`config.mk`:
```
export PLATFORM = sky130hd
export DESIGN_NAME = gpc_port
export DESIGN_NICKNAME = d
export VERILOG_FILES = /design/src/core/gpc_pkg.sv /design/src/core/gpc_port.sv
export SDC_FILE = /design/constraint.sdc
export NUM_CORES = 1
export LEC_CHECK = 0
export ABC_AREA = 1
export BUFFER_PORTS_ARGS = -buffer_cell sky130_fd_sc_hd__buf_2
export CAP_MARGIN = 0
export CORE_UTILIZATION = 45
export DETAILED_ROUTE_END_ITERATION = 6
export GPL_ROUTABILITY_DRIVEN = 0
export HOLD_SLACK_MARGIN = 0.1
export PLACE_DENSITY = 0.69
export SLEW_MARGIN = 20
export SYNTH_ARGS = -nofsm -noshare
export SYNTH_HDL_FRONTEND = slang
export SYNTH_SLANG_ARGS = --single-unit
```
`constraint.sdc`:
```
create_clock -name REF_CLK_I -period 2.58 [get_ports REF_CLK_I]
set_input_delay 0.258 -clock REF_CLK_I [delete_from_list [all_inputs] [get_ports REF_CLK_I]]
set_output_delay 0.258 -clock REF_CLK_I [all_outputs]
set_load 0.01 [all_outputs]
```
`src/core/gpc_pkg.sv`:
```
// Constants shared by the change-interrupt port block.
// Assumes a 32-bit APB master and a word-aligned register map.
package gpc_pkg;

  // Register indices; the byte address is four times the index.
  localparam logic [9:0]  IDX_PORT      = 10'h106;
  localparam logic [9:0]  IDX_IRQ_CTL   = 10'h10b;
  localparam logic [9:0]  IDX_OPTION    = 10'h181;
  localparam logic [9:0]  IDX_DIR       = 10'h186;
  localparam logic [9:0]  IDX_PULLUP    = 10'h187;
  localparam logic [9:0]  IDX_IOC_SEL   = 10'h188;
  localparam logic [9:0]  IDX_ANALOG    = 10'h189;
  localparam logic [9:0]  IDX_EVT_STAT  = 10'h190;
  localparam logic [9:0]  IDX_EVT_CLR   = 10'h191;
  localparam logic [9:0]  IDX_EVT_EN    = 10'h192;

  localparam int          ADDR_W        = 12;
  localparam int          PIN_W         = 8;

  // Field positions.
  localparam int          BIT_CHG_FLAG  = 0;
  localparam int          BIT_CHG_EN    = 3;
  localparam int          BIT_PU_DIS_N  = 7;
  localparam int          BIT_EVT_CHG   = 0;
  localparam int          BIT_EVT_WR    = 1;
  localparam int          EVT_W         = 2;
  localparam int          ANA_W         = 2;

  // Reset values.
  localparam logic [7:0]  RST_PORT      = 8'h00;
  localparam logic [7:0]  RST_IRQ_CTL   = 8'h00;
  localparam logic [7:0]  RST_OPTION    = 8'hff;
  localparam logic [7:0]  RST_DIR       = 8'hff;
  localparam logic [7:0]  RST_PULLUP    = 8'h00;
  localparam logic [7:0]  RST_IOC_SEL   = 8'h00;
  localparam logic [1:0]  RST_ANALOG    = 2'b11;
  localparam logic [1:0]  RST_EVT       = 2'b00;
  localparam logic [31:0] RD_ZERO       = 32'h0000_0000;

endpackage : gpc_pkg

```
`src/core/gpc_port.sv`:
```
// Eight-pin general purpose port with pull-ups and change interrupt.
// Assumes pins are synchronous to REF_CLK_I and an APB master drives
// the register side; pad drivers resolve the three pin signals.
`timescale 1ns/1ps

module gpc_port
  import gpc_pkg::*;
(
  input  wire logic              REF_CLK_I,
  input  wire logic              RST_N_I,
  input  wire logic              PSEL_I,
  input  wire logic              PENABLE_I,
  input  wire logic              PWRITE_I,
  input  wire logic [ADDR_W-1:0] PADDR_I,
  input  wire logic [31:0]       PWDATA_I,
  output logic      [31:0]       PRDATA_O,
  output logic                   PREADY_O,
  output logic                   PSLVERR_O,
  input  wire logic [PIN_W-1:0]  PIN_IN_I,
  output logic      [PIN_W-1:0]  PIN_OUT_O,
  output logic      [PIN_W-1:0]  PIN_OE_O,
  output logic      [PIN_W-1:0]  PULLUP_EN_O,
  output logic      [ANA_W-1:0]  ANALOG_MODE_O,
  output logic                   EXT_IRQ_IN_O,
  output logic                   SLAVE_SEL_N_O,
  output logic                   WAKE_O,
  output logic                   IRQ_O
);

  // Register state.
  logic [7:0]       port_q;
  logic [7:0]       irq_ctl_q;
  logic [7:0]       option_q;
  logic [7:0]       dir_q;
  logic [7:0]       pullup_q;
  logic [7:0]       ioc_sel_q;
  logic [1:0]       analog_q;
  logic [7:0]       last_rd_q;
  logic [EVT_W-1:0] evt_stat_q;
  logic [EVT_W-1:0] evt_en_q;
  logic             ready_q;
  logic [31:0]      rdata_q;
  logic             slverr_q;

  // Bus decode; a write or read takes effect at the completing edge.
  wire        setup_w   = PSEL_I & ~ready_q;
  wire        done_w    = PSEL_I & PENABLE_I & ready_q;
  wire        wr_w      = done_w & PWRITE_I;
  wire        rd_w      = done_w & ~PWRITE_I;
  wire [9:0]  idx_w     = PADDR_I[ADDR_W-1:2];
  wire        hit_port  = idx_w == IDX_PORT;
  wire        hit_ctl   = idx_w == IDX_IRQ_CTL;
  wire        hit_opt   = idx_w == IDX_OPTION;
  wire        hit_dir   = idx_w == IDX_DIR;
  wire        hit_pu    = idx_w == IDX_PULLUP;
  wire        hit_ioc   = idx_w == IDX_IOC_SEL;
  wire        hit_ana   = idx_w == IDX_ANALOG;
  wire        hit_stat  = idx_w == IDX_EVT_STAT;
  wire        hit_clr   = idx_w == IDX_EVT_CLR;
  wire        hit_en    = idx_w == IDX_EVT_EN;
  wire        hit_any   = hit_port | hit_ctl | hit_opt | hit_dir |
                          hit_pu | hit_ioc | hit_ana | hit_stat |
                          hit_clr | hit_en;
  wire [7:0]  wd8       = PWDATA_I[7:0];

  // Pin levels as software sees them; analog pins read high.
  wire [7:0]  pins_rd   = PIN_IN_I | {6'b00_0000, analog_q};

  // Change detection against the value latched on the last access.
  // Every port read relatches, so software that polls the port while the
  // change interrupt is disarmed can hide a change from itself.
  wire [7:0]  mism_w    = (pins_rd ^ last_rd_q) & ioc_sel_q & dir_q;
  wire        chg_en    = irq_ctl_q[BIT_CHG_EN];
  wire        chg_set   = chg_en & (|mism_w);
  wire        port_acc  = done_w & hit_port;
  // A read keeps the value it returned, a write the pins as they stand.
  wire [7:0]  relatch_v = rd_w ? rdata_q[7:0] : pins_rd;

  // Read data multiplexer, sampled during the setup cycle.
  wire [7:0]  rd_mux =
      hit_port ? pins_rd :
      hit_ctl  ? irq_ctl_q :
      hit_opt  ? option_q :
      hit_dir  ? dir_q :
      hit_pu   ? pullup_q :
      hit_ioc  ? ioc_sel_q :
      hit_ana  ? {6'b00_0000, analog_q} :
      hit_stat ? {6'b00_0000, evt_stat_q} :
      hit_en   ? {6'b00_0000, evt_en_q} :
                 8'h00;

  // Flag keeps setting while the mismatch stands; set wins over clear.
  // A service routine must relatch the port before clearing, or the
  // still-standing mismatch wins and the flag stays up.
  wire        flag_wr   = wr_w & hit_ctl;
  wire        flag_d    = chg_set |
                          (flag_wr ? wd8[BIT_CHG_FLAG]
                                   : irq_ctl_q[BIT_CHG_FLAG]);

  // Sticky events: change detected and a port write seen.
  wire [EVT_W-1:0] evt_in;
  assign evt_in[BIT_EVT_CHG] = chg_set;
  assign evt_in[BIT_EVT_WR]  = wr_w & hit_port;
  wire [EVT_W-1:0] evt_clr = (wr_w & hit_clr) ? PWDATA_I[EVT_W-1:0]
                                               : RST_EVT;
  wire [EVT_W-1:0] evt_d   = evt_in | (evt_stat_q & ~evt_clr);

  // Pad controls: outputs drive where the direction bit is zero.
  // A driving pin never gets a pull-up, so it cannot fight its resistor.
  wire [7:0]  oe_d      = ~dir_q;
  wire [7:0]  pu_d      = pullup_q & dir_q &
                          {8{~option_q[BIT_PU_DIS_N]}};

  // APB handshake: no wait states, answer registered.
  // The setup edge captures read data and the error flag; PREADY_O then
  // stands for exactly the access cycle, whose closing edge commits writes.
  always_ff @(posedge REF_CLK_I or negedge RST_N_I) begin
    if (!RST_N_I) begin
      ready_q  <= 1'b0;
      rdata_q  <= RD_ZERO;
      slverr_q <= 1'b0;
    end else begin
      ready_q  <= setup_w;
      if (setup_w) begin
        rdata_q  <= {24'h00_0000, rd_mux};
        slverr_q <= ~hit_any;
      end
    end
  end

  // Port latch and comparison value. A read relatches the very value that
  // was returned at setup, so a pin that moves during the access phase
  // still raises a change instead of being swallowed silently.
  always_ff @(posedge REF_CLK_I or negedge RST_N_I) begin
    if (!RST_N_I) begin
      port_q    <= RST_PORT;
      last_rd_q <= RST_PORT;
    end else begin
      if (wr_w && hit_port) port_q <= wd8;
      if (port_acc) last_rd_q <= relatch_v;
    end
  end

  // Configuration registers.
  always_ff @(posedge REF_CLK_I or negedge RST_N_I) begin
    if (!RST_N_I) begin
      option_q  <= RST_OPTION;
      dir_q     <= RST_DIR;
      pullup_q  <= RST_PULLUP;
      ioc_sel_q <= RST_IOC_SEL;
      analog_q  <= RST_ANALOG;
      evt_en_q  <= RST_EVT;
    end else begin
      if (wr_w && hit_opt) option_q  <= wd8;
      if (wr_w && hit_dir) dir_q     <= wd8;
      if (wr_w && hit_pu)  pullup_q  <= wd8;
      if (wr_w && hit_ioc) ioc_sel_q <= wd8;
      if (wr_w && hit_ana) analog_q  <= wd8[ANA_W-1:0];
      if (wr_w && hit_en)  evt_en_q  <= wd8[EVT_W-1:0];
    end
  end

  // Interrupt control, with hardware owning the change flag.
  always_ff @(posedge REF_CLK_I or negedge RST_N_I) begin
    if (!RST_N_I) begin
      irq_ctl_q  <= RST_IRQ_CTL;
      evt_stat_q <= RST_EVT;
    end else begin
      if (flag_wr) irq_ctl_q[7:1] <= wd8[7:1];
      irq_ctl_q[BIT_CHG_FLAG] <= flag_d;
      evt_stat_q <= evt_d;
    end
  end

  // Registered pin and interrupt outputs.
  always_ff @(posedge REF_CLK_I or negedge RST_N_I) begin
    if (!RST_N_I) begin
      PIN_OUT_O     <= RST_PORT;
      PIN_OE_O      <= 8'h00;
      PULLUP_EN_O   <= 8'h00;
      ANALOG_MODE_O <= RST_ANALOG;
      EXT_IRQ_IN_O  <= 1'b0;
      SLAVE_SEL_N_O <= 1'b1;
      WAKE_O        <= 1'b0;
      IRQ_O         <= 1'b0;
    end else begin
      PIN_OUT_O     <= port_q;
      PIN_OE_O      <= oe_d;
      PULLUP_EN_O   <= pu_d;
      ANALOG_MODE_O <= analog_q;
      EXT_IRQ_IN_O  <= ~analog_q[0] & PIN_IN_I[0];
      SLAVE_SEL_N_O <= analog_q[1] | PIN_IN_I[1];
      WAKE_O        <= chg_en & irq_ctl_q[BIT_CHG_FLAG];
      IRQ_O         <= |(evt_d & evt_en_q);
    end
  end

  assign PRDATA_O  = rdata_q;
  assign PREADY_O  = ready_q;
  assign PSLVERR_O = slverr_q;
endmodule : gpc_port

```
======== Word level (Yosys, flattened, before mapping) ========
Cells that the tools add are included.
operators by class
  equal/unequal tests ..................... 10
  multiplexer cells ....................... 12
  bitwise operators ....................... 39
  reduce and logical (&&, ||, !) cells .... 9
operator list
  cell                                                  number
  equality test 10 x 9 -> 1 bit, second input constant  10
  two-way mux 8 bit                                     7
  bitwise AND 8 bit                                     4
  bitwise AND 1 bit                                     12
  OR 1 bit                                              11
  two-way mux 2 bit                                     4
  NOT 8 bit                                             1
  OR 8 x 2 -> 8 bit                                     1
  OR reduction 8 bit                                    1
  bitwise XOR 8 bit                                     1
  logical AND 1 bit                                     7
  NOT 1 bit                                             5
  bitwise AND 2 bit                                     2
  NOT 2 bit                                             1
  OR 2 bit                                              1
  OR reduction 2 bit                                    1
  two-way mux 1 bit                                     1
word-level totals
  flip-flop bits (word level) ............. 102
  input port bits ......................... 57
  output and inout port bits .............. 64
  word-level logic and storage cells ...... 92

======== Depth between registers and ports, before layout ========
  depth in word-level cells ............... 11
  depth in mapped cells ................... 13
  gate-level depth less buffers ........... 13

======== Worst setup path before layout ========
Ideal clock, no wire load.
  kind .................................... register to register
  from .................................... register ready_q, in the netlist PREADY_O
  to ...................................... register ioc_sel_q[6]
  library setup time ...................... 0.128 ns
  arrival time ............................ 1.303 ns
  data required time ...................... 2.452 ns
  slack ................................... 1.148 ns
  stages on the path, launching flop included .. 7
  buffers on the path ..................... 1
  period minus slack after synthesis ...... 1.432 ns
  cells stage by stage .................... dfrtp_1 nand3_1 nor2_2 nand3_2 buf_2 nand2_1 o21ai_0
on the way
  longest elaborated chain between the ends .. 3
RTL lines
  item                    line             text
  start, declared         gpc_port.sv:41   logic ready_q;
  start signal, assigned  gpc_port.sv:123  ready_q <= setup_w;
  bitwise AND 1 bit       gpc_port.sv:47   wire done_w = PSEL_I & PENABLE_I & ready_q;
  bitwise AND 1 bit       gpc_port.sv:48   wire wr_w = done_w & PWRITE_I;
  logical AND 1 bit       gpc_port.sv:157  if (wr_w && hit_ioc) ioc_sel_q <= wd8;
  end signal, assigned    gpc_port.sv:157
  end, declared           gpc_port.sv:36   logic [7:0] ioc_sel_q;
Every way passes these cells.
A chain may end at the register's enable or synchronous reset.

======== Worst setup path in the final report ========
  from .................................... register ready_q, in the netlist PREADY_O
  to ...................................... register dir_q[1]
on the way
  longest elaborated chain between the ends .. 3
RTL lines
  item                  line             text
  bitwise AND 1 bit     gpc_port.sv:47
  bitwise AND 1 bit     gpc_port.sv:48
  logical AND 1 bit     gpc_port.sv:155  if (wr_w && hit_dir) dir_q <= wd8;
  end signal, assigned  gpc_port.sv:155
  end, declared         gpc_port.sv:34   logic [7:0] dir_q;
Every way passes these cells.

==> metrics.yaml <==
global_route:
  grt.overflow.total: 0
  grtUsageTotal_pct: 20.7
  antenna_found_initial: 0
  grt_pass1_wl_mm: 18.0
  grt_pass1_vias: 3711
  grt_max_degree: 45
setup_path:
  cp_slowest_cell: "nor2_2"
  crit-reg2reg-capture: "dir_q[1]"
  crit_arrival_ns: 2.12
  rrSetupSlack_ns: 0.74
  path_cells: "nand3_1 -> nor2_2 -> nand3_2 -> o21ai_0"
  criticalPathCategory: "reg2reg"
  reg2regPathDepth: 4
  worstPathRequired_ns: 2.86
  cp_top_family: "simple AND/OR/NAND/NOR gates"
  rr_startpoint: "PREADY_O"
  critPathMaxStageDelay_ns: 0.50
  worst-path-max-fanout: 16
  timing.critical_path.buf_inv: 0
  critPathLaunchType: "register"
  endpoint_kind: "register"
route:
  drtIter0Drc: 222
  route.detailed.drc: 0
  via_per_inst: 5.02
  drt-total-wl_mm: 10.7
  avgRoutedWirePerCell_um: 13.8
  route.vias.total: 3887
  ant_nets: 0
  firstDrtPassIters: 5
final_layout:
  n_antenna_cell: 0
  final_util_pct: 52.3
  fin_area_um2: 5400
  area_delta_synth_final_pct: 12.5
  fin_nets: 691
  drive_above_1_share_pct: 22.4
logic_synthesis:
  synth-seq-cells: 102
  syn_inst: 559
  yosys_warnings: 0
  synth_cell_types: 34
  synth_area_leaders: "dfrtp_1 (42%), nand2_1 (12%), dfstp_2 (11%)"
  synth.top_cell.area_share_pct: 42.2
  yosysTopAreaCell: "dfrtp_1"
  synth_seq_area_share_pct: 53.7
  syn_area_per_cell_um2: 8.59
  synthesis.area_um2: 4800
power:
  p_sw_share_pct: 25.5
  intPower_mw: 2.06
  power_frac_seq_pct: 58.9
  p_clk_share_pct: 33.4
  switchingPower_mw: 0.705
  power.density_nw_per_um2: 512
  leakage_nw: 2.67
  p_comb_share_pct: 7.6
  max-vdd-ir-drop_uv: 248
worst_hold_path:
  hp-start: "PIN_IN_I[1]"
  hold_end: "SLAVE_SEL_N_O"
  hp-class: "in2reg"
  hold_depth: 3
clocking:
  worst_skew_pair.late_latency_ns: 0.37
  clk_path_buf_depth: 2
  numClockSinks: 102
  cts_resized: 0
  cts_tree: "yes"
  htreeDepth: 3
  root_buffer: "clkbuf_8"
  numCtsBuffers: 9
  cts.clk_slew.worst_paths_ns: 0.09
timing:
  fin_ws_ns: 0.745
  rsz0062_at_grt: "false"
  fin_crit_sh_pct: 71.1
  hold_violations: 0
  slew_headroom_pct: 59.1
  fin_crit_ns: 1.84
  max_freq_mhz: 545
  skew_ns: 0.0106
  fin_worst_hold_slack_ns: 0.147
  setup_viol: 0
  final-max-slew-violation-count: 0
  tns_ns: 0
  worst_slew_pin_slew_ns: 0.613
floorplanning:
  num_rows: 37
  floorplan.die.height_um: 105
  die_w_um: 105
  core-area_um2: 10300
  boundaryPins: 121
  start_util_pct: 46.5
  die_area_um2: 11100
placed_design:
  pre_cts_ws_ns: 0.733
  place_hpwl_mm: 8.00
  placed_area_um2: 5200
  io_buffers: 70
run_status:
  status: "completed"
job:
  maxCapViolations: 0
==> layer usage <==
metal  vias up  global-route usage [%]  share of wire [%]
li1       1891                       -                  -
met1      1842                    27.0                 43
met2       139                    34.6                 50
met3        15                    3.65                5.8
met4         0                    7.44                1.7
met5         -                       0                  0
==> final cells by class <==
cell class / instances / area, µm²
Clock buffer: 11 / 141
Clock inverter: 5 / 35.0
Fill cell: 998 / 4920
Inverter: 60 / 226
Multi-Input combinational cell: 384 / 1830
Sequential cell: 102 / 2580
Tap cell: 136 / 170
Timing Repair Buffer: 77 / 423
==> cells in the final DEF (no fill, tap or decap), types with 4 or more instances in the layout <==
cell,netlist,final
nand3_1,22,22
conb_1,1,24
nor3_1,7,7
a21oi_1,13,13
nor2_4,5,5
buf_2,5,69
mux2i_1,4,4
clkbuf_8,0,10
o21ai_0,51,51
dfstp_2,21,21
o21ai_1,30,30
buf_4,24,5
nand4_1,8,8
nand2_1,149,149
o21ai_2,8,8
dfrtp_1,81,81
nand2_2,4,4
nor2_1,39,39
nand3_2,5,5
inv_1,56,56
==> flip-flops by register name (all words and copies together), names as in the netlist <==
| signal | count |
|---|---|
| option_q | 8 |
| WAKE_O | 1 |
| irq_ctl_q | 8 |
| IRQ_O | 1 |
| evt_en_q | 2 |
| dir_q | 8 |
| ANALOG_MODE_O | 2 |
| evt_stat_q | 2 |
| PIN_OE_O | 8 |
| ioc_sel_q | 8 |
| analog_q | 2 |
| PIN_OUT_O | 8 |
| SLAVE_SEL_N_O | 1 |
| last_rd_q | 8 |
| pullup_q | 8 |
| EXT_IRQ_IN_O | 1 |
| port_q | 8 |
| PRDATA_O | 8 |
| PREADY_O | 1 |
| PSLVERR_O | 1 |
| PULLUP_EN_O | 8 |
==> tightest hold or removal path, cell delays in order <==
cell and delay (ns):
buf_2 0.08, nor2_1 0.06, inv_1 0.09
==> cell usage after synthesis <==
master,number
nand2_2,4
inv_2,3
conb_1,1
buf_1,1
nand3_2,5
buf_2,5
o21ai_2,8
nand2_1,149
o21bai_1,1
nor2_2,3
nor3_1,7
xor2_1,1
nor4_1,1
clkinv_2,1
nor2_1,39
o211ai_1,1
nand2_4,2
inv_1,56
nand4_1,8
buf_6,3
dfstp_2,21
o22ai_1,1
nand3_1,22
buf_4,24
mux2i_1,4
o31ai_1,1
dfrtp_1,81
o211ai_2,1
o21ai_0,51
clkbuf_1,3
a21oi_1,13
xnor2_1,3
nor2_4,5
o21ai_1,30
==> through the flow <==
| stage | power [mW] | std cells |
|---|---|---|
| after floorplan | 1.79 | 582 |
| after global placement | 1.86 | 757 |
| after detailed placement | 1.87 | 757 |
| after CTS | 2.79 | 775 |
| after global routing | 2.88 | 775 |
| final | 2.76 | 775 |
==> cells by family after synthesis <==
kind of cell           Yosys count  share of synthesized area [%]
AND/OR/NAND/NOR                245                           22.5
multiplexers                     4                          0.834
XOR/XNOR                         4                          0.730
AO/OA/AOI/OAI                  107                           12.1
other                            1                         0.0781
flip-flops                     102                           53.7
buffers and inverters           96                           10.0
==> power by group through the flow <==
stage / Clock, mW / Sequential [mW] / Combinational [mW]
floorplan: 0 / 1.66 / 0.122
global placement: 0 / 1.66 / 0.207
detailed placement: 0 / 1.66 / 0.211
CTS: 0.944 / 1.63 / 0.214
global route: 1.01 / 1.63 / 0.238
finish: 0.924 / 1.63 / 0.211
==> what timing repair did <==
action | CTS | global route
buffers inserted | 0 | 0
hold buffers | 2 | 0
hold endpoints to repair | 39 | 0
==> how the worst max path moves through the flow <==
stage / startpoint / endpoint / slack (ns) / depth (start not counted)
2_1_floorplan: PREADY_O / ioc_sel_q[6] / 1.15 / 6
4_1_cts: PREADY_O / dir_q[1] / 0.73 / 4
5_1_grt: PREADY_O / dir_q[5] / 0.56 / 4
6_report: PREADY_O / dir_q[1] / 0.74 / 4
3_3_place_gp: PADDR_I[8] / PRDATA_O[1] / 0.75 / 13
3_5_place_dp: PADDR_I[5] / PRDATA_O[1] / 0.73 / 13
Note: power is estimated with default switching activity, not from simulation.
